**config.mk**
```make
export PLATFORM = sky130hd
export DESIGN_NAME = ast_top
export DESIGN_NICKNAME = d
export VERILOG_FILES = /design/src/shared/ast_pkg.sv /design/src/verilog/ast_top.sv /design/src/verilog/ast_rx.sv
export VERILOG_INCLUDE_DIRS = /design/src /design/src/shared
export SDC_FILE = /design/constraint.sdc
export NUM_CORES = 1
export LEC_CHECK = 0
export CELL_PAD_IN_SITES_DETAIL_PLACEMENT = 1
export CELL_PAD_IN_SITES_GLOBAL_PLACEMENT = 2
export CORE_ASPECT_RATIO = 1.25
export CORE_MARGIN = 5
export CORE_UTILIZATION = 34
export DETAILED_ROUTE_END_ITERATION = 10
export DONT_BUFFER_PORTS = 1
export PLACE_DENSITY = 0.86
export SLEW_MARGIN = 20
export SYNTH_ARGS = -nofsm -noshare
export SYNTH_HDL_FRONTEND = slang
export SYNTH_SLANG_ARGS = --single-unit
```
**constraint.sdc**
```tcl
create_clock -name clk_i -period 1.68 [get_ports clk_i]
set_input_delay 0.252 -clock clk_i [delete_from_list [all_inputs] [get_ports clk_i]]
set_output_delay 0.252 -clock clk_i [all_outputs]
set_load 0.01 [all_outputs]
```
**src/shared/ast_regs.svh**
```systemverilog
// Register offsets, field positions, reset values and timing counts of the
// asynchronous serial transceiver. Included by the package and the design.
// Operation
// - Separate tx and rx clocks at 16x baud
// - Transmitter and receiver run fully independently
// - Five to eight data bits per character
// - Stop select low one, high two stops
// - Five-bit characters use one or 1.5 stops
// - Parity inhibit drops parity bit and check
// - Parity select low odd, high even
// - Control strobe copies format into holding register
// - Buffer empty high when holding register free
// - Data strobe trailing edge loads holding register
// - Short characters use low data bits only
// - Empty shifter takes held character, starts sending
// - End-of-character high 1/16 bit early, idle
// - Serial out mark high, idles high
// - Detect falling edge, verify mid-start, centre sampling
// - Parity error when enabled check fails
// - Framing error when first stop is low
// - Stop sampled: store char, flags, set available
// - Received char right-justified, unused bits low
// - Host clears data-available after reading character
// - Overrun when available still set, held
// - Status word shows errors, empty and available
// - Reset clears registers, sets out, eoc, empty
`ifndef AST_REGS_SVH
`define AST_REGS_SVH

`define AST_OFF_CTRL 2'h0
`define AST_OFF_TXDATA 2'h1
`define AST_OFF_RXDATA 2'h2
`define AST_OFF_STATUS 2'h3

`define AST_CTRL_LEN_LO 0
`define AST_CTRL_LEN_HI 1
`define AST_CTRL_TWO_STOP 2
`define AST_CTRL_PAR_INHIBIT 3
`define AST_CTRL_PAR_EVEN 4

`define AST_ST_PARITY_ERR 0
`define AST_ST_OVERRUN 1
`define AST_ST_TX_EMPTY 2
`define AST_ST_FRAMING_ERR 3
`define AST_ST_AVAILABLE 4

`define AST_CTRL_RESET 5'h00
`define AST_MIN_BITS 4'h5
`define AST_TICKS_PER_BIT 6'h10
`define AST_MID_TICK 4'h7
`define AST_LAST_TICK 4'hF
`define AST_STOP_ONE 6'h10
`define AST_STOP_ONE_HALF 6'h18
`define AST_STOP_TWO 6'h20

`endif

```
**src/shared/ast_pkg.sv**
```systemverilog
// Types shared by the transceiver modules.
// Assumes ast_regs.svh sits on the include path.
`include "ast_regs.svh"
package ast_pkg;

	typedef struct packed {
		logic parity_even_select;
		logic parity_inhibit;
		logic two_stop_select;
		logic length_select_hi;
		logic length_select_lo;
	} ast_cfg_t;

	typedef enum logic [2:0] {
		AST_IDLE = 3'h0,
		AST_START = 3'h1,
		AST_DATA = 3'h3,
		AST_PARITY = 3'h2,
		AST_STOP = 3'h6
	} ast_state_t;

	typedef struct packed {
		logic [7:0] char_val;
		logic parity_err;
		logic framing_err;
	} ast_rx_word_t;

endpackage : ast_pkg

```
**src/verilog/ast_top.sv**
```systemverilog
// Asynchronous serial transceiver with double-buffered transmit and
// receive paths, reached by software over a classic Wishbone slave.
// Assumes the bit clocks and serial input come from pins, asynchronous
// to clk_i, and are slower than a quarter of clk_i.
//
// Added by the designer: the address map and the Wishbone slave port.
`timescale 1ns/1ps
`include "ast_regs.svh"
module ast_top
	import ast_pkg::*;
(
	input wire logic clk_i,
	input wire logic rst_i,
	input wire logic wb_cyc_i,
	input wire logic wb_stb_i,
	input wire logic wb_we_i,
	input wire logic [3:0] wb_adr_i,
	input wire logic [3:0] wb_sel_i,
	input wire logic [31:0] wb_dat_i,
	output logic [31:0] wb_dat_o,
	output logic wb_ack_o,
	input wire logic tx_clock_in_i,
	input wire logic rx_clock_in_i,
	input wire logic serial_in_i,
	output logic serial_out_o,
	output logic end_of_char_o,
	output logic tx_buffer_empty_o,
	output logic rx_available_flag_o,
	output logic framing_error_flag_o,
	output logic parity_error_o,
	output logic overrun_o,
	output logic [7:0] rx_char_out_o
);

	// Pin synchronisers. Stage one feeds stage two only; the edge
	// detectors compare stages two and three.
	logic [2:0] tx_clk_sync_r;
	logic [2:0] rx_clk_sync_r;
	logic [1:0] rxd_sync_r;
	logic tx_tick;
	logic rx_tick;

	// Bus decode.
	logic bus_req;
	logic bus_wr;
	logic [1:0] reg_idx;
	logic low_lane;

	// Control holding register and its decoded forms.
	ast_cfg_t cfg_r;
	logic [2:0] last_bit;
	logic [5:0] stop_len;
	logic [7:0] len_mask;

	// Transmit side.
	logic [7:0] tx_hold_r;
	ast_state_t tx_state_r;
	logic [7:0] tx_shift_r;
	logic [2:0] tx_bit_r;
	logic [5:0] tx_tick_r;
	logic tx_par_r;
	logic tx_load;
	logic tx_take;

	// Receive side.
	logic rx_done;
	ast_rx_word_t rx_word;
	logic rx_clear;

	// --------------------------------------------------------------
	// Synchronisers and tick generation.
	// --------------------------------------------------------------

	always_ff @(posedge clk_i) begin
		if (rst_i) begin
			tx_clk_sync_r <= 3'h0;
		end else begin
			tx_clk_sync_r <= {tx_clk_sync_r[1:0], tx_clock_in_i};
		end
	end

	always_ff @(posedge clk_i) begin
		if (rst_i) begin
			rx_clk_sync_r <= 3'h0;
		end else begin
			rx_clk_sync_r <= {rx_clk_sync_r[1:0], rx_clock_in_i};
		end
	end

	// The serial line idles at mark, so the synchroniser resets high
	// to avoid a false start bit after reset.
	always_ff @(posedge clk_i) begin
		if (rst_i) begin
			rxd_sync_r <= 2'h3;
		end else begin
			rxd_sync_r <= {rxd_sync_r[0], serial_in_i};
		end
	end

	assign tx_tick = tx_clk_sync_r[1] && !tx_clk_sync_r[2];
	assign rx_tick = rx_clk_sync_r[1] && !rx_clk_sync_r[2];

	// --------------------------------------------------------------
	// Wishbone slave. Every access is answered one cycle after the
	// request appears; reads ignore the lane selects, unused bits read as zero.
	// --------------------------------------------------------------

	assign bus_req = wb_cyc_i && wb_stb_i && !wb_ack_o;
	assign bus_wr = bus_req && wb_we_i;
	assign reg_idx = wb_adr_i[3:2];
	assign low_lane = wb_sel_i[0];

	always_ff @(posedge clk_i) begin
		if (rst_i) begin
			wb_ack_o <= 1'b0;
		end else begin
			wb_ack_o <= bus_req;
		end
	end

	always_ff @(posedge clk_i) begin
		if (rst_i) begin
			wb_dat_o <= 32'h00000000;
		end else if (bus_req && !wb_we_i) begin
			wb_dat_o <= 32'h00000000;
			case (reg_idx)
			`AST_OFF_CTRL: begin
				wb_dat_o[4:0] <= cfg_r;
			end
			`AST_OFF_TXDATA: begin
				wb_dat_o[7:0] <= tx_hold_r;
			end
			`AST_OFF_RXDATA: begin
				wb_dat_o[7:0] <= rx_char_out_o;
			end
			`AST_OFF_STATUS: begin
				wb_dat_o[`AST_ST_PARITY_ERR] <= parity_error_o;
				wb_dat_o[`AST_ST_OVERRUN] <= overrun_o;
				wb_dat_o[`AST_ST_TX_EMPTY] <= tx_buffer_empty_o;
				wb_dat_o[`AST_ST_FRAMING_ERR] <= framing_error_flag_o;
				wb_dat_o[`AST_ST_AVAILABLE] <= rx_available_flag_o;
			end
			default: begin
				wb_dat_o <= 32'h00000000;
			end
			endcase
		end
	end

	// --------------------------------------------------------------
	// Control holding register.
	// --------------------------------------------------------------

	always_ff @(posedge clk_i) begin
		if (rst_i) begin
			cfg_r <= `AST_CTRL_RESET;
		end else if (bus_wr && low_lane && reg_idx == `AST_OFF_CTRL) begin
			cfg_r <= wb_dat_i[4:0];
		end
	end

	// Binary length code: 00 gives five bits, 11 gives eight.
	assign last_bit = 3'({cfg_r.length_select_hi, cfg_r.length_select_lo}) +
		3'h4;

	always_comb begin
		len_mask = 8'hFF;
		case ({cfg_r.length_select_hi, cfg_r.length_select_lo})
		2'h0: begin
			len_mask = 8'h1F;
		end
		2'h1: begin
			len_mask = 8'h3F;
		end
		2'h2: begin
			len_mask = 8'h7F;
		end
		default: begin
			len_mask = 8'hFF;
		end
		endcase
	end

	always_comb begin
		stop_len = `AST_STOP_ONE;
		if (cfg_r.two_stop_select) begin
			if ({cfg_r.length_select_hi, cfg_r.length_select_lo} == 2'h0) begin
				stop_len = `AST_STOP_ONE_HALF;
			end else begin
				stop_len = `AST_STOP_TWO;
			end
		end
	end

	// --------------------------------------------------------------
	// Transmit holding register. A write to the data register stands
	// for the strobe's trailing edge. A write while the buffer is full
	// replaces the held character; software should wait for empty.
	// --------------------------------------------------------------

	assign tx_load = bus_wr && low_lane && reg_idx == `AST_OFF_TXDATA;
	assign tx_take = tx_state_r == AST_IDLE && !tx_buffer_empty_o &&
		tx_tick;

	always_ff @(posedge clk_i) begin
		if (rst_i) begin
			tx_hold_r <= 8'h00;
		end else if (tx_load) begin
			tx_hold_r <= wb_dat_i[7:0] & len_mask;
		end
	end

	// A load in the same cycle as the transfer wins, so the new
	// character is not lost.
	always_ff @(posedge clk_i) begin
		if (rst_i) begin
			tx_buffer_empty_o <= 1'b1;
		end else if (tx_load) begin
			tx_buffer_empty_o <= 1'b0;
		end else if (tx_take) begin
			tx_buffer_empty_o <= 1'b1;
		end
	end

	// --------------------------------------------------------------
	// Transmit shifter.
	// --------------------------------------------------------------

	always_ff @(posedge clk_i) begin
		if (rst_i) begin
			tx_state_r <= AST_IDLE;
			tx_shift_r <= 8'h00;
			tx_bit_r <= 3'h0;
			tx_tick_r <= 6'h00;
			tx_par_r <= 1'b0;
		end else if (tx_tick) begin
			tx_tick_r <= tx_tick_r + 6'h01;
			case (tx_state_r)
			AST_IDLE: begin
				tx_tick_r <= 6'h00;
				if (tx_take) begin
					tx_shift_r <= tx_hold_r;
					tx_par_r <= ^tx_hold_r ^ !cfg_r.parity_even_select;
					tx_state_r <= AST_START;
				end
			end
			AST_START: begin
				if (tx_tick_r == `AST_TICKS_PER_BIT - 6'h01) begin
					tx_tick_r <= 6'h00;
					tx_bit_r <= 3'h0;
					tx_state_r <= AST_DATA;
				end
			end
			AST_DATA: begin
				if (tx_tick_r == `AST_TICKS_PER_BIT - 6'h01) begin
					tx_tick_r <= 6'h00;
					tx_shift_r <= {1'b0, tx_shift_r[7:1]};
					tx_bit_r <= tx_bit_r + 3'h1;
					if (tx_bit_r == last_bit) begin
						tx_state_r <= cfg_r.parity_inhibit ? AST_STOP :
							AST_PARITY;
					end
				end
			end
			AST_PARITY: begin
				if (tx_tick_r == `AST_TICKS_PER_BIT - 6'h01) begin
					tx_tick_r <= 6'h00;
					tx_state_r <= AST_STOP;
				end
			end
			AST_STOP: begin
				if (tx_tick_r == stop_len - 6'h01) begin
					tx_tick_r <= 6'h00;
					tx_state_r <= AST_IDLE;
				end
			end
			default: begin
				tx_state_r <= AST_IDLE;
			end
			endcase
		end
	end

	// Line level follows the state of the shifter; mark is high.
	always_ff @(posedge clk_i) begin
		if (rst_i) begin
			serial_out_o <= 1'b1;
		end else begin
			case (tx_state_r)
			AST_START: begin
				serial_out_o <= 1'b0;
			end
			AST_DATA: begin
				serial_out_o <= tx_shift_r[0];
			end
			AST_PARITY: begin
				serial_out_o <= tx_par_r;
			end
			default: begin
				serial_out_o <= 1'b1;
			end
			endcase
		end
	end

	// End of character rises one tick, a sixteenth of a bit, before the stop
	// time ends and falls when the next start bit begins.
	always_ff @(posedge clk_i) begin
		if (rst_i) begin
			end_of_char_o <= 1'b1;
		end else if (tx_tick && tx_state_r == AST_STOP &&
			tx_tick_r == stop_len - 6'h02) begin
			end_of_char_o <= 1'b1;
		end else if (tx_state_r == AST_START) begin
			end_of_char_o <= 1'b0;
		end else if (tx_state_r == AST_IDLE) begin
			end_of_char_o <= 1'b1;
		end
	end

	// --------------------------------------------------------------
	// Receive engine and holding registers.
	// --------------------------------------------------------------

	ast_rx u_rx (
		.clk_i(clk_i),
		.rst_i(rst_i),
		.rx_tick_i(rx_tick),
		.rxd_i(rxd_sync_r[1]),
		.cfg_i(cfg_r),
		.done_o(rx_done),
		.word_o(rx_word)
	);

	assign rx_clear = bus_wr && low_lane && reg_idx == `AST_OFF_STATUS &&
		wb_dat_i[`AST_ST_AVAILABLE];

	always_ff @(posedge clk_i) begin
		if (rst_i) begin
			rx_char_out_o <= 8'h00;
			framing_error_flag_o <= 1'b0;
			parity_error_o <= 1'b0;
		end else if (rx_done) begin
			rx_char_out_o <= rx_word.char_val;
			framing_error_flag_o <= rx_word.framing_err;
			parity_error_o <= rx_word.parity_err;
		end
	end

	// A new character arriving in the cycle of a clear keeps the flag
	// set, and only counts as overrun if the old one was never cleared.
	always_ff @(posedge clk_i) begin
		if (rst_i) begin
			rx_available_flag_o <= 1'b0;
		end else if (rx_done) begin
			rx_available_flag_o <= 1'b1;
		end else if (rx_clear) begin
			rx_available_flag_o <= 1'b0;
		end
	end

	always_ff @(posedge clk_i) begin
		if (rst_i) begin
			overrun_o <= 1'b0;
		end else if (rx_done) begin
			overrun_o <= rx_available_flag_o && !rx_clear;
		end
	end

endmodule : ast_top

```
**src/verilog/ast_rx.sv**
```systemverilog
// Receive engine: turns a synchronised serial input into characters.
// Assumes rx_tick_i is a one-cycle pulse at sixteen times the baud rate.
`timescale 1ns/1ps
`include "ast_regs.svh"
module ast_rx
	import ast_pkg::*;
(
	input wire logic clk_i,
	input wire logic rst_i,
	input wire logic rx_tick_i,
	input wire logic rxd_i,
	input wire ast_cfg_t cfg_i,
	output logic done_o,
	output ast_rx_word_t word_o
);

	ast_state_t state_r;
	logic [3:0] tick_r;
	logic [2:0] bit_r;
	logic [7:0] data_r;
	logic par_r;
	logic prev_r;
	logic [2:0] last_bit;

	assign last_bit = 3'({cfg_i.length_select_hi, cfg_i.length_select_lo}) +
		3'h4;

	always_ff @(posedge clk_i) begin
		if (rst_i) begin
			prev_r <= 1'b1;
		end else if (rx_tick_i) begin
			prev_r <= rxd_i;
		end
	end

	always_ff @(posedge clk_i) begin
		done_o <= 1'b0;
		if (rst_i) begin
			state_r <= AST_IDLE;
			tick_r <= 4'h0;
			bit_r <= 3'h0;
			data_r <= 8'h00;
			par_r <= 1'b0;
			word_o <= '0;
		end else if (rx_tick_i) begin
			tick_r <= tick_r + 4'h1;
			case (state_r)
			AST_IDLE: begin
				tick_r <= 4'h0;
				if (prev_r && !rxd_i) begin
					state_r <= AST_START;
				end
			end
			AST_START: begin
				if (tick_r == `AST_MID_TICK) begin
					tick_r <= 4'h0;
					bit_r <= 3'h0;
					data_r <= 8'h00;
					state_r <= rxd_i ? AST_IDLE : AST_DATA;
				end
			end
			AST_DATA: begin
				if (tick_r == `AST_LAST_TICK) begin
					data_r[bit_r] <= rxd_i;
					bit_r <= bit_r + 3'h1;
					if (bit_r == last_bit) begin
						state_r <= cfg_i.parity_inhibit ? AST_STOP :
							AST_PARITY;
					end
				end
			end
			AST_PARITY: begin
				if (tick_r == `AST_LAST_TICK) begin
					par_r <= rxd_i;
					state_r <= AST_STOP;
				end
			end
			AST_STOP: begin
				if (tick_r == `AST_LAST_TICK) begin
					word_o.char_val <= data_r;
					word_o.framing_err <= !rxd_i;
					word_o.parity_err <= !cfg_i.parity_inhibit &&
						((^data_r ^ par_r) ^ !cfg_i.parity_even_select);
					done_o <= 1'b1;
					state_r <= AST_IDLE;
				end
			end
			default: begin
				state_r <= AST_IDLE;
			end
			endcase
		end
	end

endmodule : ast_rx

```
Yosys cells after proc, flatten, opt, wreduce, memory -nomap -nowiden
Index checks and enable logic that the tools add are counted.

operators by class
  reduce and logical (&&, ||, !) cells = 51
  magnitude comparators = 2
  mux-type cells = 49
  bitwise logic cells = 6
  equality and inequality tests = 32
  add/sub/neg operators = 7

operators with widths
  cell                                                    count
  two-way mux 3 bit                                       17
  two-way mux 8 bit                                       4
  one-hot mux 8 bit (2 select lines)                      2
  one-hot mux 3 bit (5 select lines)                      2
  two-way mux 6 bit                                       4
  one-hot mux 8 bit (3 select lines)                      1
  one-hot mux 5 bit (4 select lines)                      1
  logical AND 1 bit                                       19
  one-hot mux 3 bit (2 select lines)                      3
  one-hot mux 6 bit (3 select lines)                      1
  parity 8 bit                                            2
  AND reduction 7 bit                                     2
  equality test 3 x 2 -> 1 bit (second input constant)    4
  equality test 6 bit                                     2
  inequality test 2 x 1 -> 1 bit (second input constant)  6
  inequality test 2 bit (second input constant)           6
  AND reduction 4 bit                                     3
  nonzero test 2 bit                                      6
  zero test 1 bit                                         9
  AND reduction 3 bit                                     3
  AND 8 bit                                               1
  bitwise mux 8 bit                                       1
  two-way mux 1 bit                                       8
  one-hot mux 4 bit (2 select lines)                      1
  other kinds (26)                                        39

storage, ports and cells
  word-level logic and storage cells = 181
  register bits after elaboration = 97
  bits of input ports = 48
  output and inout bits = 48

Logic depth before layout (Yosys ltp)
Gate-level depths: netlist of the first run.

  depth after elaboration = 8
  mapped depth = 7
  mapped depth without buffers = 6

Modules after synthesis
A second synthesis of the first run with hierarchy kept.

second synthesis, totals
  cell total of the unflattened synthesis = 559
  area, all modules = 4758.3 µm²

by module, submodules not included
  module   cells each  times used  area an instance (µm²)  seq. area each (µm²)
  ast_top  385         1           3230.6                  1321.3
  ast_rx   174         1           1527.7                  620.6

Least setup slack after synthesis of the first run
Ideal clock, no wire load.

  path type = reg2reg
  start point = reg u_rx.tick_r[0]
  end point = reg u_rx.data_r[0]
  required time = 1.615 ns
  stages on the path, launching flop included = 8
  arrival = 1.613 ns
  setup time = 0.065 ns
  path buffers = 1
  slack = 0.002 ns
  clock period less this slack = 1.678 ns
  cells stage by stage = dfxtp_1 ha_1 and4b_4 nand3_2 buf_6 nor4_1 mux2_1 nor2_1

between the ends
  word-level cells in the longest chain between the ends = 3
  elaborated cells between the ends (all ways) = 5
  those cells by class = eq/ne (4); reduce/logical (1)

RTL lines
  element                                                                                      RTL line      RTL
  start, declared                                                                              ast_rx.sv:18  logic [3:0] tick_r;
  start signal, assigned                                                                       ast_rx.sv:46  tick_r <= tick_r + 4'h1;
  equality test 4 bit (no source line) / equality test 4 x 3 -> 1 bit (equally long branches)  --
  inequality test 2 x 1 -> 1 bit (no source line)                                              --
  AND reduction 4 bit (no source line) *                                                       --
  end signal, assigned by index                                                                ast_rx.sv:64  data_r[bit_r] <= rxd_i;
  end, declared                                                                                ast_rx.sv:20  logic [7:0] data_r;

Every way passes the cells marked *; elsewhere a longest branch is shown, timed or not.
A chain may end at the register's enable or synchronous reset.

Worst setup path in the final report of the first run
  start point = reg u_rx.tick_r[0]
  end point = reg u_rx.data_r[1]

The elaborated chain is that of the path after synthesis.

==> summary.txt, run 1 <==
Setup path
  • Critical path peak fanout: 8
  • Crit end category: flip-flop
  • Critical R2R Capture: u_rx.data_r[1]$_SDFFE_PP0P_
  • CP Data Arrival Time: 1.96 ns
  • R2r startpoint: u_rx.tick_r[0]$_SDFFE_PP0P_
  • Critical path cell sequence: ha_4, and4b_4, and3_4, nand2_4, or4_4, a21oi_2
  • R2r setup slk: 0.01 ns
  • Crit start category: flip-flop
  • Critical path's slowest cell: or4_4
  • Buf/Inv on CP: 0
  • Cell family with most CP delay: simple AND/OR/NAND/NOR gates
  • R2R cell count: 6
  • Max stage delay on crit path: 0.42 ns
  • Critical Setup Path Class: flip-flop to flip-flop
  • WP data required: 1.97 ns

CTS
  • Total CTS buffers: 9
  • Max Root-Sink Buffers: 2
  • Hold-fix buffers, CTS: 6
  • Clk slew on worst S/H paths: 0.08 ns
  • TritonCTS clock tree: built
  • Clock latency on the worst-skew pair: 0.35 ns
  • # H-tree levels: 3
  • Num Clock Sinks: 97
  • CTS root buffer: clkbuf_16

Global route
  • Grt total ovfl: 0
  • First-pass GRT wire length: 20.4 mm
  • Total GRT Usage: 15.6%
  • Pin count of the biggest net entering global routing: 81
  • Initial antenna violation count: 0
  • Number of global-route vias before repair: 3974

Logic synthesis
  • Yosys reg bits: 97
  • Post-synth EDFFs: 0
  • Mean post-synth cell area: 8.76 um2
  • Synth Area in Adders: 2.63%
  • Synth Area in XOR/XNOR: 5.42%
  • Compound-gate portion of the synthesized area: 15.3%
  • Largest family of logic cells by synthesized area: simple AND/OR/NAND/NOR gates
  • Post-Synthesis Cells: 543
  • Synth top area share: 40.8%
  • Mapped cell area: 4760 um2
  • Yosys top cell by area: dfxtp_1
  • Yosys warnings: 0
  • Most used standard cells in the synthesized netlist: dfxtp_1 (97), nand2_1 (58), nor2_1 (54)
  • Multiplexer share of the synthesized area: 6.36%
  • Sequential share of the synthesized area: 40.8%
  • Area contributors post-synth: dfxtp_1 (41%), mux2i_1 (5.9%), a21oi_1 (4.6%), nand2_1 (4.6%), nor2_1 (4.3%)
  • Simple-gate portion of the synthesized area: 21.5%
  • Top-count cell post-synth: dfxtp_1
  • Netlist cell types: 69
  • Fraction of registers with async set/reset: 0%
  • Primary FF master, synth: dfxtp_1

Placement
  • I/O Buffers: 0
  • Placed Instances: 721
  • Global placement routability congestion: 0.861
  • Detailed Place HPWL: 9.21 mm

Timing
  • Slew HR: 44.5%
  • Min Tclk post-route: 1.67 ns
  • Max Clock Freq: 600 MHz
  • Final slew viol count: 0
  • Final count of hold timing violations: 0
  • RSZ-0062 raised after global routing: true
  • Tcrit/Tclk final: 99.2%
  • Worst clock skew: 0.00649 ns
  • # setup viols final: 0
  • Worst slew pin tran: 0.830 ns

Floorplan
  • Die Ht: 142 um
  • Full die area: 16500 um2
  • Initial Util: 34.6%
  • Core region area: 13800 um2
  • I/O pins: 96
  • Die W: 116 um
  • Core Rows: 48

Power
  • Maximum vdd drop: 0.000506 V
  • Leakage: 2.04 nW
  • PD cells: 828 nW/um2

Detailed routing
  • Vias: 3898
  • DRC viols: 0
  • Vias per cell: 5.20
  • DRT Pass-1 Iters: 4
  • ANT nets after route: 0
  • Wire length per cell: 16.9 um
  • DR iter-0 viols: 208
  • Final WL: 12.6 mm

Run status
  • Status: completed

Finish
  • N_diodes: 0
  • Layout Cells excl Fill: 749
  • Post-layout util: 40.1%
  • Fin nets: 627
  • Share of cells above drive strength 1: 17.1%
  • Area grow syn2layout: 16.0%

Worst hold path
  • Hold Path Origin: rst_i
  • Min-Delay Path Class: input port to flip-flop
  • Destination of the worst hold path: u_rx.data_r[1]$_SDFFE_PP0P_
  • Min-Delay Path Depth: 1

Job
  • Number of max-cap violations: 0
==> registers in the layout, indices dropped and copies added (netlist names), 2 cells and up <==
| signal | flops |
|---|---|
| tx_clk_sync_r | 3 |
| tx_tick_r | 6 |
| tx_state_r | 3 |
| wb_dat_o | 8 |
| u_rx.tick_r | 4 |
| rxd_sync_r | 2 |
| tx_bit_r | 3 |
| tx_hold_r | 8 |
| u_rx.bit_r | 3 |
| rx_clk_sync_r | 3 |
| tx_shift_r | 8 |
| cfg_r | 5 |
| u_rx.state_r | 3 |
| u_rx.data_r | 8 |
| rx_char_out_o | 8 |
| u_rx.word_o | 10 |
==> where the power goes <==
group	switching (mW)	internal (mW)	total (mW)
registers	0.0151	2.32	2.33
logic	0.108	0.0640	0.172
clock network	1.02	1.05	2.07
total	1.14	3.43	4.57
==> kinds of logic after synthesis <==
| kind of cell | after synthesis |
|---|---|
| other | 1 |
| AND/OR/NAND/NOR | 204 |
| flip-flops | 97 |
| XOR/XNOR | 27 |
| buffers and inverters | 68 |
| AO/OA/AOI/OAI | 106 |
| adder cells (fa/ha/maj) | 10 |
| multiplexers | 30 |
==> worst max path at each step <==
stage	cells after the start	slack, ns	start	to
finish	6	0.01	u_rx.tick_r[0]$_SDFFE_PP0P_	u_rx.data_r[1]$_SDFFE_PP0P_
global placement	6	0.03	tx_tick_r[0]$_SDFFE_PP0N_	tx_tick_r[1]$_SDFFE_PP0N_
CTS	7	-0.002	tx_tick_r[0]$_SDFFE_PP0N_	tx_shift_r[2]$_SDFFE_PP0P_
global route	6	-0.03	u_rx.tick_r[0]$_SDFFE_PP0P_	u_rx.data_r[1]$_SDFFE_PP0P_
detailed placement	6	-0.09	u_rx.tick_r[0]$_SDFFE_PP0P_	u_rx.data_r[0]$_SDFFE_PP0P_
floorplan	7	0.002	u_rx.tick_r[0]$_SDFFE_PP0P_	u_rx.data_r[0]$_SDFFE_PP0P_
==> per-layer routing <==
metal  vias to the layer above  track usage, %  wire [um]
met2                        56            28.7       6880
met1                      1920            17.8       5160
met3                        10            2.98        414
li1                       1912               -          -
met4                         0            5.56        184
met5                         -               0          0
==> per-stage QoR <==
stage	cell area [um2]	power (mW)	worst slack, ns	TNS [ns]	hold slack, ns
after floorplan	4840	2.56	0.00153	0	0.356
after global placement	5010	2.52	0.0296	0	0.333
after CTS	5420	4.62	-0.00162	-0.00274	-0.0276
after detailed placement	5010	2.53	-0.0873	-0.172	0.325
after global routing	5520	4.74	-0.0303	-0.0383	-0.0232
final	5520	4.57	0.0127	0	0.00545
==> what timing repair did <==
item                       in CTS  in global routing
hold endpoints to repair       17                 48
gates resized for setup         7                 18
buffers inserted                3                  3
pin swaps                       3                  7
setup endpoints to repair       7                 20
==> final cells by class <==
class                      count  area, um2
tap                          175        219
multi-input combinational    401       2620
inverter                      12       45.0
sequential                    97       1950
clock buffer                   9        225
fill                        1591       8230
clock inverter                 7       72.6
timing repair buffer          48        388
==> placed cells by master, fill, tap and decap left out, types with 12 or more instances in the layout <==
master / n
buf_4: 41
conb_1: 24
nand3_1: 18
inv_1: 12
nor2_1: 53
nand2_1: 57
a21oi_1: 42
xnor2_1: 21
mux2i_1: 28
dfxtp_1: 91
No activity file was read; power rests on OpenSTA's default activity.
==> run 2, diff against run 1 <==
--- a/config.mk
+++ b/config.mk
@@ -7,12 +7,13 @@
 export NUM_CORES = 1
 export LEC_CHECK = 0
+export ABC_AREA = 1
 export CELL_PAD_IN_SITES_DETAIL_PLACEMENT = 1
 export CELL_PAD_IN_SITES_GLOBAL_PLACEMENT = 2
 export CORE_ASPECT_RATIO = 1.25
 export CORE_MARGIN = 5
-export CORE_UTILIZATION = 34
+export CORE_UTILIZATION = 32
 export DETAILED_ROUTE_END_ITERATION = 10
 export DONT_BUFFER_PORTS = 1
-export PLACE_DENSITY = 0.86
+export PLACE_DENSITY = 0.87
 export SLEW_MARGIN = 20
 export SYNTH_ARGS = -nofsm -noshare
==> constraint.sdc (replaced) <==
create_clock -name clk_i -period 1.68 [get_ports clk_i]
set_input_delay 0.336 -clock clk_i [delete_from_list [all_inputs] [get_ports clk_i]]
set_output_delay 0.336 -clock clk_i [all_outputs]
set_load 0.01 [all_outputs]
==> summary.txt, run 2 <==
Run status
  • Status: completed

Power
  • Logic pwr share: 4.3% (+0.5 points)
  • Leakage: 2.11 nW (+3.2%)
  • Sw frac: 23.3% (-1.6 points)
  • Maximum vdd drop: 0.000413 V (-18%)
  • PD cells: 855 nW/um2 (+3.3%)
  • Net Sw Power: 1.07 mW (-5.9%)
  • Clock Power Share: 44.9% (-0.3 points)
  • Seq pwr share: 50.8% (-0.2 points)
  • Internal power: 3.53 mW (+2.9%)

Detailed routing
  • DR iter-0 viols: 178 (-14%)
  • Final WL: 13.4 mm (+6.2%)
  • Vias per cell: 5.00 (-3.9%)
  • DRC viols: 0 (unchanged)
  • DRT Pass-1 Iters: 4 (unchanged)
  • Vias: 4330 (+11%)
  • ANT nets after route: 0 (unchanged)
  • Wire length per cell: 15.5 um (-8.1%)

Setup path
  • WP data required: 1.96 ns (about the same)
  • Cell family with most CP delay: simple AND/OR/NAND/NOR gates
  • R2r setup slk: 0.11 ns (+0.10 ns)
  • Critical Setup Path Class: flip-flop to flip-flop
  • Critical path cell sequence: ha_1, nand2_1, inv_2, nand2_2, nor2_4, nand2_2, nor2_4, buf_4, nand2_1, a21oi_1
  • Crit start category: flip-flop
  • CP Data Arrival Time: 1.85 ns (-0.11 ns)
  • Max stage delay on crit path: 0.36 ns (-0.06 ns)
  • Crit end category: flip-flop
  • Critical path peak fanout: 8 (unchanged)
  • Buf/Inv on CP: 2 (+2)
  • Critical path's slowest cell: dfxtp_4

Logic synthesis
  • Fraction of registers with async set/reset: 0% (unchanged)
  • Area contributors post-synth: dfxtp_1 (40%), nand2_1 (8.4%), a21oi_1 (7.0%), o21ai_0 (6.8%), inv_1 (5.7%)
  • Yosys reg bits: 97 (unchanged)
  • Synth top area share: 40.4% (-0.45 points)
  • Mean post-synth cell area: 7.20 um2 (-18%)
  • Primary FF master, synth: dfxtp_1
  • Top-count cell post-synth: nand2_1
  • Post-synth EDFFs: 0 (unchanged)
  • Post-Synthesis Cells: 668 (+23%)
  • Yosys warnings: 0 (unchanged)
  • Sequential share of the synthesized area: 40.4% (-0.45 points)
  • Netlist cell types: 38 (-45%)
  • Mapped cell area: 4810 um2 (+1.1%)
  • Most used standard cells in the synthesized netlist: nand2_1 (108), dfxtp_1 (97), inv_1 (73)
  • Yosys top cell by area: dfxtp_1

Placement
  • I/O Buffers: 0 (unchanged)
  • Detailed Place HPWL: 10.2 mm (+11%)
  • Placed Instances: 848 (+18%)
  • Global placement routability congestion: 0.793 (-8.0%)

Floorplan
  • Initial Util: 32.3% (-2.3 points)
  • Die Ht: 147 um (+3.4%)
  • Die W: 120 um (+3.3%)
  • I/O pins: 96 (unchanged)
  • Full die area: 17600 um2 (+6.8%)
  • Core region area: 14900 um2 (+8.3%)
  • Core Rows: 50 (+4.2%)

CTS
  • Clk slew on worst S/H paths: 0.07 ns (about the same)
  • Total CTS buffers: 9 (unchanged)
  • CTS root buffer: clkbuf_16
  • Num Clock Sinks: 97 (unchanged)
  • TritonCTS clock tree: built
  • Hold-fix buffers, CTS: 0 (-6)
  • Clock latency on the worst-skew pair: 0.34 ns (about the same)
  • # H-tree levels: 3 (unchanged)
  • Max Root-Sink Buffers: 2 (unchanged)

Finish
  • N_diodes: 0 (unchanged)
  • Share of cells above drive strength 1: 13.7% (-3.3 points)
  • Most common cell after layout, fill and taps aside: nand2_1
  • Max FFs per register: 10 (unchanged)
  • Post-layout util: 36.2% (-4.0 points)
  • Fill cells: 1865 (+17%)
  • Area grow syn2layout: 11.9%
  • Fin nets: 738 (+18%)
  • Largest Register: u_rx.word_o
  • Layout Cells excl Fill: 866 (+16%)
  • Leading cell types in the layout, fill and taps excluded: nand2_1 (106), dfxtp_1 (90), inv_1 (71), a21oi_1 (66), o21ai_0 (64)

Timing
  • Final slew viol count: 0 (unchanged)
  • # setup viols final: 0 (unchanged)
  • Max Clock Freq: 638 MHz (+6.3%)
  • Final count of hold timing violations: 0 (unchanged)
  • Min Tclk post-route: 1.57 ns (-0.0991 ns)
  • Hold slack: 0.0599 ns (+0.0545 ns)
  • Tcrit/Tclk final: 93.3% (-5.9 points)
  • Worst clock skew: 0.00648 ns (-0.00000685 ns)

Worst hold path
  • Min-Delay Path Class: input port to flip-flop

Global route
  • Number of global-route vias before repair: 4496 (+13%)
  • Initial antenna violation count: 0 (unchanged)
  • Grt total ovfl: 0 (unchanged)
  • First-pass GRT wire length: 22.4 mm (+9.7%)
  • Pin count of the biggest net entering global routing: 53 (-35%)
  • Total GRT Usage: 15.6% (-0.030 points)

Job
  • Number of max-cap violations: 0 (unchanged)
run 2: power by group through the flow:
stage	registers [mW]	logic, mW	clock network (mW)
5_1_grt	2.34	0.222	2.23
2_1_floorplan	2.39	0.195	0
6_report	2.34	0.196	2.07
4_1_cts	2.34	0.193	2.14
3_3_place_gp	2.39	0.186	0
3_5_place_dp	2.39	0.192	0
run 2: kinds of logic after synthesis:
family,synth area share [%]
AO/OA/AOI/OAI,17.7
AND/OR/NAND/NOR,24.2
adder cells (fa/ha/maj),2.60
flip-flops,40.4
other,0.0779
buffers and inverters,12.8
XOR/XNOR,2.18
run 2: worst reg2reg max path: stages (launching register included):
cell and delay (ns):
dfxtp_4 0.36, ha_1 0.17, nand2_1 0.07, inv_2 0.07, nand2_2 0.08, nor2_4 0.14
nand2_2 0.08, nor2_4 0.21, buf_4 0.14, nand2_1 0.04, a21oi_1 0.13
run 2: final timing paths:
check,from,endpoint,depth (start not counted)
worst max-delay path,u_rx.tick_r[0]$_SDFFE_PP0P_,u_rx.data_r[2]$_SDFFE_PP0P_,10
worst min-delay path,rst_i,tx_clk_sync_r[1]$_SDFF_PP0_,1
worst max register to register,u_rx.tick_r[0]$_SDFFE_PP0P_,u_rx.data_r[2]$_SDFFE_PP0P_,10
worst min register to register,tx_clk_sync_r[0]$_SDFF_PP0_,tx_clk_sync_r[1]$_SDFF_PP0_,2
run 2: area by class of cell:
type / instances / area [um2] / share of cell area [%]
tap: 182 / 228 / 4.23
multi-input combinational: 464 / 2390 / 44.3
clock inverter: 6 / 67.6 / 1.26
sequential: 97 / 1950 / 36.3
timing repair buffer: 22 / 185 / 3.44
clock buffer: 9 / 225 / 4.18
inverter: 86 / 338 / 6.28
run 2: routing by layer:
layer  up-vias  routed length (um)  track usage (%)
met5         -                   0                0
met2        61                7050             29.2
li1       2160                   -                -
met1      2093                5610             17.8
met3        16                 530             3.20
met4         0                 228             4.53
run 2: what timing repair did:
| item | in CTS | in global routing |
|---|---|---|
| endpoints found under the setup margin | 0 | 42 |
| resized for setup | 0 | 29 |
| setup buffers | 0 | 3 |
run 2: through the flow:
step	power (mW)	setup slack (ns)	TNS (ns)	cell area, um2
global placement	2.58	0.124	0	4990
global route	4.79	-0.0158	-0.0226	5380
CTS	4.67	0.0257	0	5280
finish	4.60	0.112	0	5380
floorplan	2.58	0.191	0	4900
detailed placement	2.59	0.0461	0	4990
==> run 3, diff against run 2 <==
Settings changed: CORE_UTILIZATION 32 to 35, PLACE_DENSITY 0.87 to 0.9.
Clock period 1.68 ns to 1.59 ns, I/O delays scaled along.
==> summary.txt, run 3 (same netlist as run 2, synthesis figures left out) <==
Run status
  • Status: completed

Setup path
  • WP data required: 1.87 ns (-0.09 ns)
  • Critical Setup Path Class: flip-flop to flip-flop
  • CP Data Arrival Time: 1.85 ns (about the same)
  • Critical path cell sequence: ha_4, nand3_4, nor2_4, nor2_2, nor2_2, nand2_1, nor2_2, nand2_2, nand2_1, nand2_1, nor2_1
  • R2R cell count: 11 (+1)
  • Crit end category: flip-flop
  • Critical R2R Capture: tx_state_r[0]$_SDFFE_PP0P_
  • Critical path's slowest cell: dfxtp_2
  • Max stage delay on crit path: 0.36 ns (about the same)
  • Critical path peak fanout: 5 (-3)
  • R2r setup slk: 0.02 ns (-0.09 ns)
  • Crit start category: flip-flop
  • R2r startpoint: tx_tick_r[0]$_SDFFE_PP0N_

Finish
  • N_diodes: 0 (unchanged)
  • Layout Cells excl Fill: 868 (+0.23%)
  • Area grow syn2layout: 14.0%
  • Leading cell types in the layout, fill and taps excluded: nand2_1 (104), dfxtp_1 (88), inv_1 (70), a21oi_1 (66), o21ai_0 (64)
  • Share of cells above drive strength 1: 15.7% (+2.0 points)
  • Fin area: 5490 um2 (+1.9%)
  • Fin nets: 746 (+1.1%)
  • Largest Register: u_rx.word_o
  • Most common cell after layout, fill and taps aside: nand2_1
  • Max FFs per register: 10 (unchanged)

Detailed routing
  • ANT nets after route: 0 (unchanged)
  • Vias: 4325 (-0.12%)
  • DRC viols: 0 (unchanged)
  • DRT Pass-1 Iters: 4 (unchanged)
  • Wire length per cell: 16.2 um (+4.8%)
  • Vias per cell: 4.98 (-0.35%)
  • Final WL: 14.1 mm (+5.0%)
  • DR iter-0 viols: 183 (+2.8%)

CTS
  • Num Clock Sinks: 97 (unchanged)
  • CTS root buffer: clkbuf_16
  • # H-tree levels: 3 (unchanged)
  • Clock latency on the worst-skew pair: 0.35 ns (about the same)
  • Clk slew on worst S/H paths: 0.08 ns (about the same)
  • Max Root-Sink Buffers: 2 (unchanged)
  • TritonCTS clock tree: built
  • Total CTS buffers: 9 (unchanged)
  • Hold-fix buffers, CTS: 0 (unchanged)

Power
  • Sw frac: 23.2% (-0.11 points)
  • PD cells: 927 nW/um2 (+8.5%)
  • Internal power: 3.91 mW (+11%)
  • Logic pwr share: 4.2% (about the same)
  • Overall Power: 5.09 mW (+11%)
  • Seq pwr share: 48.5% (-2.3 points)
  • Maximum vdd drop: 0.000423 V (+2.6%)
  • Clock Power Share: 47.2% (+2.3 points)
  • Leakage: 2.18 nW (+3.4%)
  • Net Sw Power: 1.18 mW (+10%)

Global route
  • First-pass GRT wire length: 22.9 mm (+2.0%)
  • Initial antenna violation count: 0 (unchanged)
  • Total GRT Usage: 17.6% (+2.0 points)
  • Grt total ovfl: 0 (unchanged)
  • Pin count of the biggest net entering global routing: 35 (-34%)
  • Number of global-route vias before repair: 4647 (+3.4%)

Placement
  • Global placement routability congestion: 0.869 (+9.6%)
  • Area after DPL: 5010 um2 (+0.48%)
  • I/O Buffers: 0 (unchanged)
  • Placed Instances: 847 (-0.12%)
  • Detailed Place HPWL: 10.6 mm (+4.2%)

Timing
  • Final slew viol count: 0 (unchanged)
  • Min Tclk post-route: 1.57 ns (+0.000884 ns)
  • Final count of hold timing violations: 0 (unchanged)
  • Tcrit/Tclk final: 98.7% (+5.3 points)
  • Worst clock skew: 0.0130 ns (+0.00649 ns)
  • RSZ-0062 raised after global routing: true
  • # setup viols final: 0 (unchanged)
  • Max Clock Freq: 637 MHz (about the same)
  • Setup total negative slack: 0 ns (unchanged)
  • Hold slack: 0.0383 ns (-0.0217 ns)

Floorplan
  • Full die area: 16200 um2 (-7.9%)
  • Core Rows: 48 (-4.0%)
  • Die Ht: 141 um (-4.1%)
  • Die W: 115 um (-4.0%)
  • I/O pins: 96 (unchanged)
  • Core region area: 13600 um2 (-8.4%)
  • Initial Util: 35.3% (+3.0 points)

Worst hold path
  • Destination of the worst hold path: wb_dat_o[7]$_SDFFE_PP0P_
  • Hold Path Origin: rst_i
  • Min-Delay Path Depth: 1 (unchanged)
  • Min-Delay Path Class: input port to flip-flop

Job
  • Number of max-cap violations: 0 (unchanged)
-- run 3: layout make-up --
cell class	count	area, um2
fill	1711	8150
multi-input combinational	464	2420
sequential	97	1960
inverter	86	335
timing repair buffer	30	229
clock buffer	9	225
tap	175	219
clock inverter	7	101
-- run 3: how the worst max path moves through the flow --
stage | end | slack, ns | startpoint | cells past startpoint
CTS | u_rx.data_r[5]$_SDFFE_PP0P_ | 0.02 | u_rx.tick_r[0]$_SDFFE_PP0P_ | 9
global route | tx_state_r[1]$_SDFFE_PP0P_ | -0.08 | cfg_r[0]$_SDFFE_PP0P_ | 10
floorplan | tx_bit_r[2]$_SDFFE_PP0P_ | 0.10 | tx_tick_r[1]$_SDFFE_PP0N_ | 6
global placement | u_rx.data_r[5]$_SDFFE_PP0P_ | 0.05 | u_rx.tick_r[1]$_SDFFE_PP0P_ | 9
detailed placement | u_rx.data_r[5]$_SDFFE_PP0P_ | -0.06 | u_rx.tick_r[1]$_SDFFE_PP0P_ | 9
finish | tx_state_r[0]$_SDFFE_PP0P_ | 0.02 | tx_tick_r[0]$_SDFFE_PP0N_ | 11
-- run 3: power by group through the flow --
| stage | sequential (mW) | clock [mW] | combinational (mW) |
|---|---|---|---|
| 2_1_floorplan | 2.52 | 0 | 0.206 |
| 5_1_grt | 2.47 | 2.56 | 0.241 |
| 3_5_place_dp | 2.53 | 0 | 0.209 |
| 6_report | 2.47 | 2.40 | 0.215 |
| 4_1_cts | 2.47 | 2.47 | 0.211 |
| 3_3_place_gp | 2.53 | 0 | 0.201 |
-- run 3: what timing repair did --
item,4_1_cts,5_1_grt
pin swaps,1,11
buffers inserted,0,5
setup endpoints to repair,16,44
gates resized for setup,6,30
-- run 3: stage by stage --
step	worst slack, ns	utilization (%)
after CTS	0.0179	39.3
after global placement	0.0508	36.8
final	0.0209	40.2
after detailed placement	-0.0634	36.8
after global routing	-0.0784	40.2
after floorplan	0.101	-
-- run 3: layer usage --
metal	vias to the layer above	global-route usage [%]	share of wire (%)
met3	15	3.48	3.7
met5	-	0	0
li1	2173	-	-
met1	2068	18.9	39
met2	69	34.1	55
met4	0	5.01	1.7
-- run 3: worst max-delay path: cells and delay by family, from the launching register on --
family / cells / cell delay (ns)
adder cells (fa/ha/maj): 1 / 0.15
flip-flops: 1 / 0.36
AND/OR/NAND/NOR: 10 / 1.00
